**src/mmsc_pkg.sv**
```systemverilog
// Operation
// - bus control loads 0xD7 on reset/standby
// - strobe range field picks strobe address window
// - serial/timer control clears on reset/standby
// - select clear: FF88 and FFD8 shared addresses reach serial channels, FFA0 group decodes to none
// - select set: i2c and pwm registers decoded
// - flash select steers FF80 to FF87 window
// - clock select bits combine with timer selects
// - mode 1: 64k space, rom off, bus
// - mode 2: 16M advanced, rom on, single-chip
// - modes 2,3 expanded: ports 1,2 inputs until direction set
// - mode 3: 64k space, rom on, single-chip
// - mode 3 rom limited to 56 kbytes
// - mode 1 port 4 lines 3-5 fixed, lines 6,7 set by system control
// - modes 2,3 ports general until expanded
// - strobe enable picks address or i/o strobe
// - expanded enable fixed 1 in mode 1
package mmsc_pkg;
    localparam logic [11:0] ADDR_BUS_CONTROL = 12'h000;
    localparam logic [11:0] ADDR_SERIAL_TIMER_CONTROL = 12'h004;
    localparam logic [11:0] ADDR_MODE_CONTROL = 12'h008;
    localparam logic [11:0] ADDR_SYSTEM_CONTROL = 12'h00C;
    localparam logic [11:0] ADDR_PORT_DIRECTION = 12'h010;
    localparam logic [7:0] BUS_CONTROL_RESET = 8'hD7;
    localparam logic [7:0] SERIAL_TIMER_CONTROL_RESET = 8'h00;
    localparam logic [7:0] SERIAL_TIMER_WRITE_MASK = 8'h7B;
    localparam int STROBE_RANGE_LO_BIT = 0;
    localparam int STROBE_RANGE_HI_BIT = 1;
    localparam int FLASH_ACCESS_SELECT_BIT = 3;
    localparam int I2C_ACCESS_SELECT_BIT = 4;
    localparam int EXPANDED_MODE_ENABLE_BIT = 7;
    localparam int STROBE_MODE_ENABLE_BIT = 0;
    localparam logic [15:0] STROBE_BASE = 16'hF000;
    localparam logic [15:0] STROBE_TOP_0 = 16'hF03F;
    localparam logic [15:0] STROBE_TOP_1 = 16'hF0FF;
    localparam logic [15:0] STROBE_TOP_2 = 16'hF3FF;
    localparam logic [15:0] STROBE_TOP_3 = 16'hFE4F;
    localparam logic [15:0] FLASH_WIN_LO = 16'hFF80;
    localparam logic [15:0] FLASH_WIN_HI = 16'hFF87;
    localparam logic [15:0] SHARED_A0 = 16'hFF88;
    localparam logic [15:0] SHARED_A1 = 16'hFF89;
    localparam logic [15:0] SHARED_A2 = 16'hFF8E;
    localparam logic [15:0] SHARED_A3 = 16'hFF8F;
    localparam logic [15:0] SHARED_B0 = 16'hFFA0;
    localparam logic [15:0] SHARED_B1 = 16'hFFA1;
    localparam logic [15:0] SHARED_B2 = 16'hFFA6;
    localparam logic [15:0] SHARED_B3 = 16'hFFA7;
    localparam logic [15:0] SHARED_C0 = 16'hFFD8;
    localparam logic [15:0] SHARED_C1 = 16'hFFD9;
    localparam logic [15:0] SHARED_C2 = 16'hFFDE;
    localparam logic [15:0] SHARED_C3 = 16'hFFDF;
    localparam logic [16:0] ROM_LIMIT_MODE3 = 17'h0E000;
    localparam logic [1:0] MODE_1 = 2'h1;
    localparam logic [1:0] MODE_2 = 2'h2;
    localparam logic [1:0] MODE_3 = 2'h3;
    typedef enum logic [3:0] {
        SEL_NONE, SEL_SERIAL_ONE, SEL_SERIAL_ZERO, SEL_I2C_ONE, SEL_I2C_ZERO,
        SEL_PWM, SEL_FLASH, SEL_POWER_DOWN
    } mmsc_target_t;
endpackage : mmsc_pkg

```
**src/mmsc_decode.sv**
```systemverilog
`timescale 1ns/1ps
`default_nettype none
module mmsc_decode (
    // request
    input wire logic [15:0] cpu_addr,
    input wire logic i2c_access_select,
    input wire logic flash_access_select,
    // result
    output mmsc_pkg::mmsc_target_t target
);
    function automatic logic in_quad(input logic [15:0] a, input logic [15:0] b0,
        input logic [15:0] b3);
        in_quad = (a == b0) || (a == b0 + 16'h0001) || (a == b3 - 16'h0001) || (a == b3);
    endfunction : in_quad

    always_comb
    begin
        target = mmsc_pkg::SEL_NONE;
        if (cpu_addr >= mmsc_pkg::FLASH_WIN_LO && cpu_addr <= mmsc_pkg::FLASH_WIN_HI)
            target = flash_access_select ? mmsc_pkg::SEL_FLASH : mmsc_pkg::SEL_POWER_DOWN;
        else if (in_quad(cpu_addr, mmsc_pkg::SHARED_A0, mmsc_pkg::SHARED_A3))
            target = i2c_access_select ? mmsc_pkg::SEL_I2C_ONE : mmsc_pkg::SEL_SERIAL_ONE;
        else if (in_quad(cpu_addr, mmsc_pkg::SHARED_C0, mmsc_pkg::SHARED_C3))
            target = i2c_access_select ? mmsc_pkg::SEL_I2C_ZERO : mmsc_pkg::SEL_SERIAL_ZERO;
        else if (i2c_access_select && in_quad(cpu_addr, mmsc_pkg::SHARED_B0, mmsc_pkg::SHARED_B3))
            target = mmsc_pkg::SEL_PWM;
    end
endmodule : mmsc_decode
`default_nettype wire

```
**src/mmsc_strobe.sv**
```systemverilog
`timescale 1ns/1ps
`default_nettype none
module mmsc_strobe (
    // access
    input wire logic [15:0] ext_addr,
    input wire logic ext_access,
    // control
    input wire logic strobe_mode_enable,
    input wire logic [1:0] strobe_range,
    // pin level
    output logic strobe_low
);
    logic [15:0] top;
    always_comb
    begin
        unique case (strobe_range)
            2'h0: top = mmsc_pkg::STROBE_TOP_0;
            2'h1: top = mmsc_pkg::STROBE_TOP_1;
            2'h2: top = mmsc_pkg::STROBE_TOP_2;
            2'h3: top = mmsc_pkg::STROBE_TOP_3;
        endcase
        if (strobe_mode_enable)
            strobe_low = ext_access && ext_addr >= mmsc_pkg::STROBE_BASE && ext_addr <= top;
        else
            strobe_low = ext_access;
    end
endmodule : mmsc_strobe
`default_nettype wire

```
**src/mmsc_top.sv**
```systemverilog
`timescale 1ns/1ps
`default_nettype none
module mmsc_top (
    // apb
    input wire logic pclk,
    input wire logic presetn,
    input wire logic psel,
    input wire logic penable,
    input wire logic pwrite,
    input wire logic [11:0] paddr,
    input wire logic [31:0] pwdata,
    output logic [31:0] prdata,
    output logic pready,
    output logic pslverr,
    // device state
    input wire logic [1:0] mode_pins,
    input wire logic hw_standby,
    input wire logic [15:0] port_direction_12,
    // cpu access
    input wire logic [15:0] cpu_addr,
    input wire logic cpu_access,
    input wire logic [2:0] timer_clock_select,
    // results
    output mmsc_pkg::mmsc_target_t shared_target,
    output logic shared_strobe_pin_o,
    output logic shared_strobe_pin_oe,
    output logic [4:0] timer_clock_code,
    output logic rom_enable,
    output logic advanced_mode,
    output logic rom_access_ok,
    output logic [15:0] port12_addr_out,
    output logic port3_data_bus,
    output logic [7:3] port4_control
);
    logic [7:0] bus_control_reg, bus_control_next;
    logic [7:0] serial_timer_control_reg, serial_timer_control_next;
    logic expanded_mode_enable_reg, expanded_mode_enable_next;
    logic strobe_en_reg, strobe_en_next;
    logic p46_port_reg, p46_port_next;
    logic p47_ctrl_reg, p47_ctrl_next;
    logic [31:0] prdata_next;
    logic wr, rd_setup, expanded, ext_access, strobe_low, mode1;

    assign wr = psel && penable && pwrite;
    // read data is fetched in the setup cycle so it already stands at the access edge
    assign rd_setup = psel && !penable && !pwrite;
    assign pready = 1'b1;
    assign mode1 = (mode_pins == mmsc_pkg::MODE_1);

    always_comb
    begin
        bus_control_next = bus_control_reg;
        serial_timer_control_next = serial_timer_control_reg;
        expanded_mode_enable_next = expanded_mode_enable_reg;
        strobe_en_next = strobe_en_reg;
        p46_port_next = p46_port_reg;
        p47_ctrl_next = p47_ctrl_reg;
        if (wr)
        begin
            unique case (paddr)
                mmsc_pkg::ADDR_BUS_CONTROL: bus_control_next = pwdata[7:0];
                mmsc_pkg::ADDR_SERIAL_TIMER_CONTROL:
                    serial_timer_control_next = pwdata[7:0] & mmsc_pkg::SERIAL_TIMER_WRITE_MASK;
                mmsc_pkg::ADDR_MODE_CONTROL:
                    expanded_mode_enable_next =
                        mode1 ? 1'b1 : pwdata[mmsc_pkg::EXPANDED_MODE_ENABLE_BIT];
                mmsc_pkg::ADDR_SYSTEM_CONTROL:
                begin
                    strobe_en_next = pwdata[mmsc_pkg::STROBE_MODE_ENABLE_BIT];
                    p46_port_next = pwdata[1];
                    p47_ctrl_next = pwdata[2];
                end
                default: ;
            endcase
        end
        if (hw_standby)
        begin
            bus_control_next = mmsc_pkg::BUS_CONTROL_RESET;
            serial_timer_control_next = mmsc_pkg::SERIAL_TIMER_CONTROL_RESET;
            expanded_mode_enable_next = mode1;
            strobe_en_next = 1'b0;
            p46_port_next = 1'b0;
            p47_ctrl_next = 1'b0;
        end
        prdata_next = prdata;
        if (rd_setup)
        begin
            prdata_next = 32'h0000_0000;
            unique case (paddr)
                mmsc_pkg::ADDR_BUS_CONTROL: prdata_next[7:0] = bus_control_reg;
                mmsc_pkg::ADDR_SERIAL_TIMER_CONTROL: prdata_next[7:0] = serial_timer_control_reg;
                mmsc_pkg::ADDR_MODE_CONTROL:
                    prdata_next[7:0] = {expanded_mode_enable_reg, 5'h00, mode_pins};
                mmsc_pkg::ADDR_SYSTEM_CONTROL:
                    prdata_next[2:0] = {p47_ctrl_reg, p46_port_reg, strobe_en_reg};
                default: ;
            endcase
        end
    end

    // mode 1 enable must read 1 from reset; strapped level caught at the first edge
    logic strap_seen_reg;
    always_ff @(posedge pclk or negedge presetn)
    begin
        if (!presetn)
        begin
            bus_control_reg <= mmsc_pkg::BUS_CONTROL_RESET;
            serial_timer_control_reg <= mmsc_pkg::SERIAL_TIMER_CONTROL_RESET;
            expanded_mode_enable_reg <= 1'b0;
            strobe_en_reg <= 1'b0;
            p46_port_reg <= 1'b0;
            p47_ctrl_reg <= 1'b0;
            strap_seen_reg <= 1'b0;
            prdata <= 32'h0000_0000;
        end
        else
        begin
            bus_control_reg <= bus_control_next;
            serial_timer_control_reg <= serial_timer_control_next;
            expanded_mode_enable_reg <= strap_seen_reg ? expanded_mode_enable_next : mode1;
            strobe_en_reg <= strobe_en_next;
            p46_port_reg <= p46_port_next;
            p47_ctrl_reg <= p47_ctrl_next;
            strap_seen_reg <= 1'b1;
            prdata <= prdata_next;
        end
    end

    assign pslverr = psel && penable && !(paddr == mmsc_pkg::ADDR_BUS_CONTROL ||
        paddr == mmsc_pkg::ADDR_SERIAL_TIMER_CONTROL || paddr == mmsc_pkg::ADDR_MODE_CONTROL ||
        paddr == mmsc_pkg::ADDR_SYSTEM_CONTROL);

    // mode 1 always expanded; modes 2 and 3 only once enabled
    assign expanded = mode1 || expanded_mode_enable_reg;
    assign rom_enable = !mode1;
    assign advanced_mode = (mode_pins == mmsc_pkg::MODE_2);
    // only 16 lines leave the chip, so the high address bits are simply dropped
    assign ext_access = cpu_access && expanded;
    assign rom_access_ok = !mode1 && !(mode_pins == mmsc_pkg::MODE_3 &&
        {1'b0, cpu_addr} >= mmsc_pkg::ROM_LIMIT_MODE3);
    assign timer_clock_code = {serial_timer_control_reg[1:0], timer_clock_select};
    assign shared_strobe_pin_oe = expanded;
    assign shared_strobe_pin_o = !strobe_low;
    assign port12_addr_out =
        mode1 ? 16'hFFFF : (expanded_mode_enable_reg ? port_direction_12 : 16'h0000);
    assign port3_data_bus = expanded;
    assign port4_control[5:3] = {3{expanded}};
    assign port4_control[6] = mode1 ? !p46_port_reg : expanded_mode_enable_reg;
    assign port4_control[7] = mode1 ? p47_ctrl_reg : expanded_mode_enable_reg;

    mmsc_decode u_decode (
        .cpu_addr(cpu_addr),
        .i2c_access_select(serial_timer_control_reg[mmsc_pkg::I2C_ACCESS_SELECT_BIT]),
        .flash_access_select(serial_timer_control_reg[mmsc_pkg::FLASH_ACCESS_SELECT_BIT]),
        .target(shared_target)
    );

    mmsc_strobe u_strobe (
        .ext_addr(cpu_addr),
        .ext_access(ext_access),
        .strobe_mode_enable(strobe_en_reg),
        .strobe_range(bus_control_reg[1:0]),
        .strobe_low(strobe_low)
    );
endmodule : mmsc_top
`default_nettype wire

```
**config.mk**
```make
export PLATFORM = sky130hd
export DESIGN_NAME = mmsc_top
export DESIGN_NICKNAME = d
export VERILOG_FILES = /design/src/mmsc_pkg.sv /design/src/mmsc_decode.sv /design/src/mmsc_strobe.sv /design/src/mmsc_top.sv
export SDC_FILE = /design/constraint.sdc
export NUM_CORES = 1
export LEC_CHECK = 0
export BUFFER_PORTS_ARGS = -buffer_cell sky130_fd_sc_hd__buf_2
export CORE_UTILIZATION = 45
export DETAILED_ROUTE_END_ITERATION = 10
export PLACE_DENSITY = 0.87
export SYNTH_ARGS = -nofsm -noshare
export SYNTH_HDL_FRONTEND = slang
export SYNTH_SLANG_ARGS = --single-unit
```
**constraint.sdc**
```tcl
create_clock -name pclk -period 5.7 [get_ports pclk]
set_clock_uncertainty 0.2 [all_clocks]
set_input_delay 0.285 -clock pclk [delete_from_list [all_inputs] [get_ports pclk]]
set_output_delay 0.285 -clock pclk [all_outputs]
set_load 0.01 [all_outputs]
```
# ---- Word level (Yosys, flattened, before mapping)
# Index checks and enable logic that the tools add are counted.
dict set report word_totals {
  regBits 29
  output_inout_bits 70
}
dict set report classes {
  order_cmp 5
  n_eq_ne 23
  n_mux 35
  reduce_logical 42
}
# operator n
set op_table {}
lappend op_table {{$eq A16 B16 Y1 const B} 12}
lappend op_table {{$pmux W16 S4} 1}
lappend op_table {{$ge A16 B16 Y1 const B} 3}
lappend op_table {{$mux W8} 6}
lappend op_table {{$mux W16} 2}
lappend op_table {{$eq A12 B4 Y1 const B} 2}
lappend op_table {{$mux W1} 18}
lappend op_table {{$le A16 B16 Y1} 1}
lappend op_table {{$le A16 B16 Y1 const B} 1}
lappend op_table {{$pmux W5 S3} 1}
lappend op_table {{$logic_or A1 B1 Y1} 13}
lappend op_table {{$eq A12 B3 Y1 const B} 1}
lappend op_table {{$logic_and A1 B1 Y1} 12}
lappend op_table {{$logic_not A12 Y1} 1}
lappend op_table {{$mux W4} 3}
lappend op_table {{$pmux W3 S4} 1}
lappend op_table {{$eq A2 B2 Y1 const B} 4}
lappend op_table {{$reduce_and A2 Y1} 4}
lappend op_table {{$reduce_bool A2 Y1} 4}
lappend op_table {{$logic_not A1 Y1} 7}
lappend op_table {{$mux W3} 2}
lappend op_table {{$ne A3 B2 Y1 const B} 2}
lappend op_table {{$eq A2 B1 Y1 const B} 2}
lappend op_table {{$logic_not A2 Y1} 1}
lappend op_table {{$mux W2} 1}

# ---- Logic depth before layout (Yosys ltp)
dict set report depth {
  depth_word 9
  mapped_depth 8
  ltp_nobuf 8
}

# ---- Hierarchy
# Synthesis repeated with hierarchy kept, for this count alone.
dict set report hier_totals {
  hier_cells 252
  area_unflattened_um2 2192.1
}
# module n_inst cells_each area_each_um2 seq_area_each_um2
set modules_own_cells {}
lappend modules_own_cells {mmsc_top 1 198 1784.2 683.2}
lappend modules_own_cells {mmsc_strobe 1 32 254.0 0.0}
lappend modules_own_cells {mmsc_decode 1 22 153.9 0.0}

# ---- Worst setup path before layout
# Ideal clock, no wire load.
dict set report synth_timing {
  kind {register to output}
  start {register bus_control_reg[0]}
  end {output port shared_strobe_pin_o}
  t_arrival_ns 2.034
  required_time_ns 5.215
  path_slack_ns 3.181
  path_stages_with_launch 9
  cell_sequence {dfstp_2 -> inv_1 -> ha_1 -> o21bai_1 -> ha_1 -> nand4_1 -> or4_1 -> o22ai_1 -> a21oi_1}
}
dict set report synth_between {
  elab_chain_len 6
  word_cells_on_any_way 9
}
# item line_no
set synth_lines {}
lappend synth_lines {{start, declared} mmsc_top.sv:35} ;# logic [7:0] bus_control_reg, bus_control_next;
lappend synth_lines {{start signal, assigned} mmsc_top.sv:107} ;# bus_control_reg <= mmsc_pkg::BUS_CONTROL_RESET;
lappend synth_lines {{start signal, assigned} mmsc_top.sv:118} ;# bus_control_reg <= bus_control_next;
lappend synth_lines {{$eq A2 B2 Y1 (tied with other cells)} mmsc_strobe.sv:16} ;# unique case (strobe_range)
lappend synth_lines {{$pmux W16 S4 *} mmsc_strobe.sv:16}
lappend synth_lines {{$le A16 B16 Y1 *} mmsc_strobe.sv:23} ;# strobe_low = ext_access && ext_addr >= mmsc_pkg::STROBE_BASE && ext_addr <= top;
lappend synth_lines {{$logic_and A1 B1 Y1 *} mmsc_strobe.sv:23}
lappend synth_lines {{$mux W1 *} mmsc_strobe.sv:22} ;# if (strobe_mode_enable)
lappend synth_lines {{$logic_not A1 Y1 *} mmsc_top.sv:143} ;# assign shared_strobe_pin_o = !strobe_low;
lappend synth_lines {{end, declared} mmsc_top.sv:25} ;# output logic shared_strobe_pin_o,
# Every way passes the cells marked *; elsewhere a longest branch is shown, timed or not. The select of a mux whose other input is x is not followed.

# ---- Final worst setup path
# Ends and elaborated chain as after synthesis.

==> flow_summary.yaml <==
global_routing:
  first_global_vias: 1840
  grt_first_pass_wirelength_um: 8420
  track_usage_pct: 20.1
  antenna_violations_before_repair: 0
  grt_max_degree: 28
  globalRouteOverflowTotal: 0
sta:
  maxSlewHeadroom_pct: 56.7
  grt_setup_unrepaired: "no"
  final.setup.tns_ns: 0
  number_of_endpoints_failing_setup_at_the_final_stage: 0
  hold_viol_final: 0
  timing_max_transition_violations_final: 0
  post-route-period-util_pct: 54.3
  worst_pin_slew_ns: 0.650
  max_clock_freq_mhz: 323
  layout_min_cycle_time_ns: 3.09
routing:
  antenna_violating_nets_post_route: 0
  routedWlPerCell_um: 12.9
  vias_per_cell: 5.10
  drc: 0
  drt-initial-drc-count: 55
  firstDrtPassIters: 4
  routed_wirelength_um: 5330
  vias: 2113
setup_path:
  max_stage_delay_ns: 0.56
  critical_path_arrival_ns: 2.61
  critical-path-top-delay-family: "simple AND/OR/NAND/NOR gates"
  worst-path-buf-inv: 2
  crit_path_top_delay_cell: "or4_1"
  worst-path-max-fanout: 3
  endpoint_kind: "output port"
  timing.critical_path.mode_cell: "ha_1"
  cp_cell_instances: "inv_1, ha_1, o21bai_1, ha_1, nand4_1, or4_1, o22ai_1, a21oi_1, buf_2"
  cp_data_required_time_ns: 5.22
  startpoint_type: "flip-flop"
  critPathKind: "flip-flop to output port"
cells_and_area:
  final.fill_count: 437
  num-nets-final: 447
  drive_above_1_share_pct: 35.7
  final_design_area_no_fill_sq_um: 2620
  area_growth_pct: 18.1
  finalCoreUtilization_pct: 55.4
  antenna_cells: 0
  stdcell_count: 414
power:
  combPwrFrac_pct: 24.7
  power.density_nw_per_um2: 159
  sequentialPowerShare_pct: 47.2
  switching_share_pct: 31.5
  internal_portion_of_total_power_mw: 0.285
  vdd.ir_drop.worst_mv: 0.0934
  clockPowerShare_pct: 28.1
  power.leakage_nw: 1.34
  post-layout-total-power_mw: 0.416
  net-switching-power_mw: 0.131
synthesis:
  ys_seq_area_share_pct: 30.8
  synth.yosys.warnings: 0
  post_synth.cell_area_avg_sq_um: 8.39
  postSynth.asyncResetShare_pct: 100
  synth_cells: 264
  syn_area_sq_um: 2210
  synth-seq-cells: 27
  synth-main-ff-cell: "dfrtp_1"
  synth.lib_cells_used.distinct: 46
  count_of_flip_flops_with_a_built_in_enable_after_synthesis: 0
run_status:
  result_of_the_run: "completed"
placed_design:
  area_of_placed_instances_sq_um: 2550
  hpwl_um: 4170
  placement.io_buffers: 101
  dpl.cell_count: 409
  finalWeightedCongestion: 0.840
cts:
  clk-insertion-delay-late_ns: 0.27
  resized_cells_post_cts: 0
  cts.clk_slew.worst_paths_ns: 0.10
  cts-root-buf: "clkbuf_8"
  post-cts-setup-buffers: 0
  post_cts_hold_buffer_count: 1
  cts_htree_levels: 1
  cts_tree: "built"
  cts-root-to-sink-buffers: 2
  numCtsBuffers: 3
  clock_sink_count: 27
flow_run:
  max-cap-violations: 0
worst_hold_path:
  worst_hold_path_type: "input port to flip-flop"
floorplanning:
  io-pin-count: 158
  fp.dieW_um: 72.2
  core_area_sq_um: 4720
  fp.dieH_um: 72.2
  start_util_pct: 46.9
  die_area_sq_um: 5210
  floorplan.rows: 25
-- final cells by class --
| class | instances | area, sq um | area share [%] |
|---|---|---|---|
| clock buffer | 3 | 41.3 | 1.58 |
| inverter | 8 | 30.0 | 1.15 |
| clock inverter | 1 | 8.76 | 0.335 |
| tap | 67 | 83.8 | 3.21 |
| sequential | 27 | 683 | 26.1 |
| timing repair buffer | 102 | 515 | 19.7 |
| multi-input combinational | 206 | 1250 | 47.9 |
-- cell usage after synthesis, types with 2 or more instances --
master / n / share of area (%)
a211o_1: 3 / 1.2
a211o_2: 4 / 1.8
a211oi_1: 3 / 1.0
a21oi_1: 14 / 3.2
and3_1: 2 / 0.56
and4_1: 3 / 1.2
buf_2: 4 / 0.90
buf_4: 35 / 12
clkbuf_1: 7 / 1.2
conb_1: 2 / 0.34
dfrtp_1: 21 / 24
dfstp_2: 6 / 7.1
ha_1: 11 / 6.2
inv_1: 8 / 1.4
mux2i_1: 7 / 3.2
mux4_2: 2 / 2.0
nand2_1: 51 / 8.6
nand2b_1: 3 / 0.85
nand3_1: 9 / 2.0
nand4_1: 8 / 2.3
nor2_1: 7 / 1.2
nor2b_1: 6 / 1.7
nor3_1: 4 / 0.90
nor4_1: 2 / 0.56
nor4_4: 2 / 1.9
o21ai_0: 14 / 3.2
o21ai_1: 3 / 0.68
o31ai_1: 4 / 1.4
or3b_2: 2 / 0.79
-- placed cells by master (no fill, tap or decap), types with 2 or more instances in the layout --
cell type	netlist	final
a211o_2	4	4
a21oi_1	14	14
nand3_1	9	9
a211oi_1	3	3
and3_1	2	2
nor3_1	4	4
o21ai_0	14	14
nor2b_1	6	6
dfrtp_1	21	21
or3b_2	2	2
inv_1	8	8
nor4_1	2	2
o21ai_1	3	3
dfstp_2	6	6
o31ai_1	4	4
clkbuf_8	1	3
nand4_1	8	8
buf_2	4	101
mux2i_1	7	7
a211o_1	3	3
nand2b_1	3	3
conb_1	2	27
nor4_4	2	2
nand2_1	51	51
ha_1	11	11
and4_1	3	3
nor2_1	7	7
mux4_2	2	2
-- path summary, 6_finish.rpt --
| kind | start | endpoint | slack [ns] | cells after the start |
|---|---|---|---|---|
| max in group asynchronous | presetn | strobe_en_reg | 4.57 | 2 |
| hold / removal | pwdata[6] | bus_control_reg[6] | 0.03 | 2 |
| min in group asynchronous | presetn | bus_control_reg[5] | 0.34 | 2 |
| setup reg to reg | expanded_mode_enable_reg | prdata[7] | 4.17 | 2 |
| hold reg to reg | prdata[0] | prdata[0] | 0.29 | 2 |
| setup / recovery | bus_control_reg[0] | shared_strobe_pin_o | 2.61 | 9 |
-- power groups by stage --
| stage | Sequential (mW) | Clock [mW] | Combinational, mW |
|---|---|---|---|
| detailed placement | 0.200 | 0 | 0.102 |
| global route | 0.197 | 0.127 | 0.115 |
| finish | 0.196 | 0.117 | 0.103 |
| global placement | 0.200 | 0 | 0.0999 |
| CTS | 0.196 | 0.117 | 0.103 |
| floorplan | 0.197 | 0 | 0.0727 |
-- metal layers --
metal	wire (um)	up-vias	GRT usage [%]
met5	0	-	0
met4	0	0	3.05
met3	290	0	1.94
met2	2780	85	35.3
met1	2270	990	27.5
li1	-	1038	-
-- per-stage QoR --
step | hold WS (ns) | setup WS, ns
floorplan | -0.211 | 3.18
global placement | 0.123 | 2.97
detailed placement | 0.120 | 2.90
CTS | 0.0299 | 2.59
global route | 0.0183 | 2.46
finish | 0.0254 | 2.61
-- logic make-up after synthesis --
group                      synth area share (%)
muxes                                      5.20
buffers and inverters                      16.8
DFF                                        30.8
and+or+nand+nor                            25.3
xor gates and xnor gates                  0.396
other                                     0.339
AOI/OAI and AO/OA                          14.9
adders and majority gates                  6.21
No activity file was read; power rests on OpenSTA's default activity.
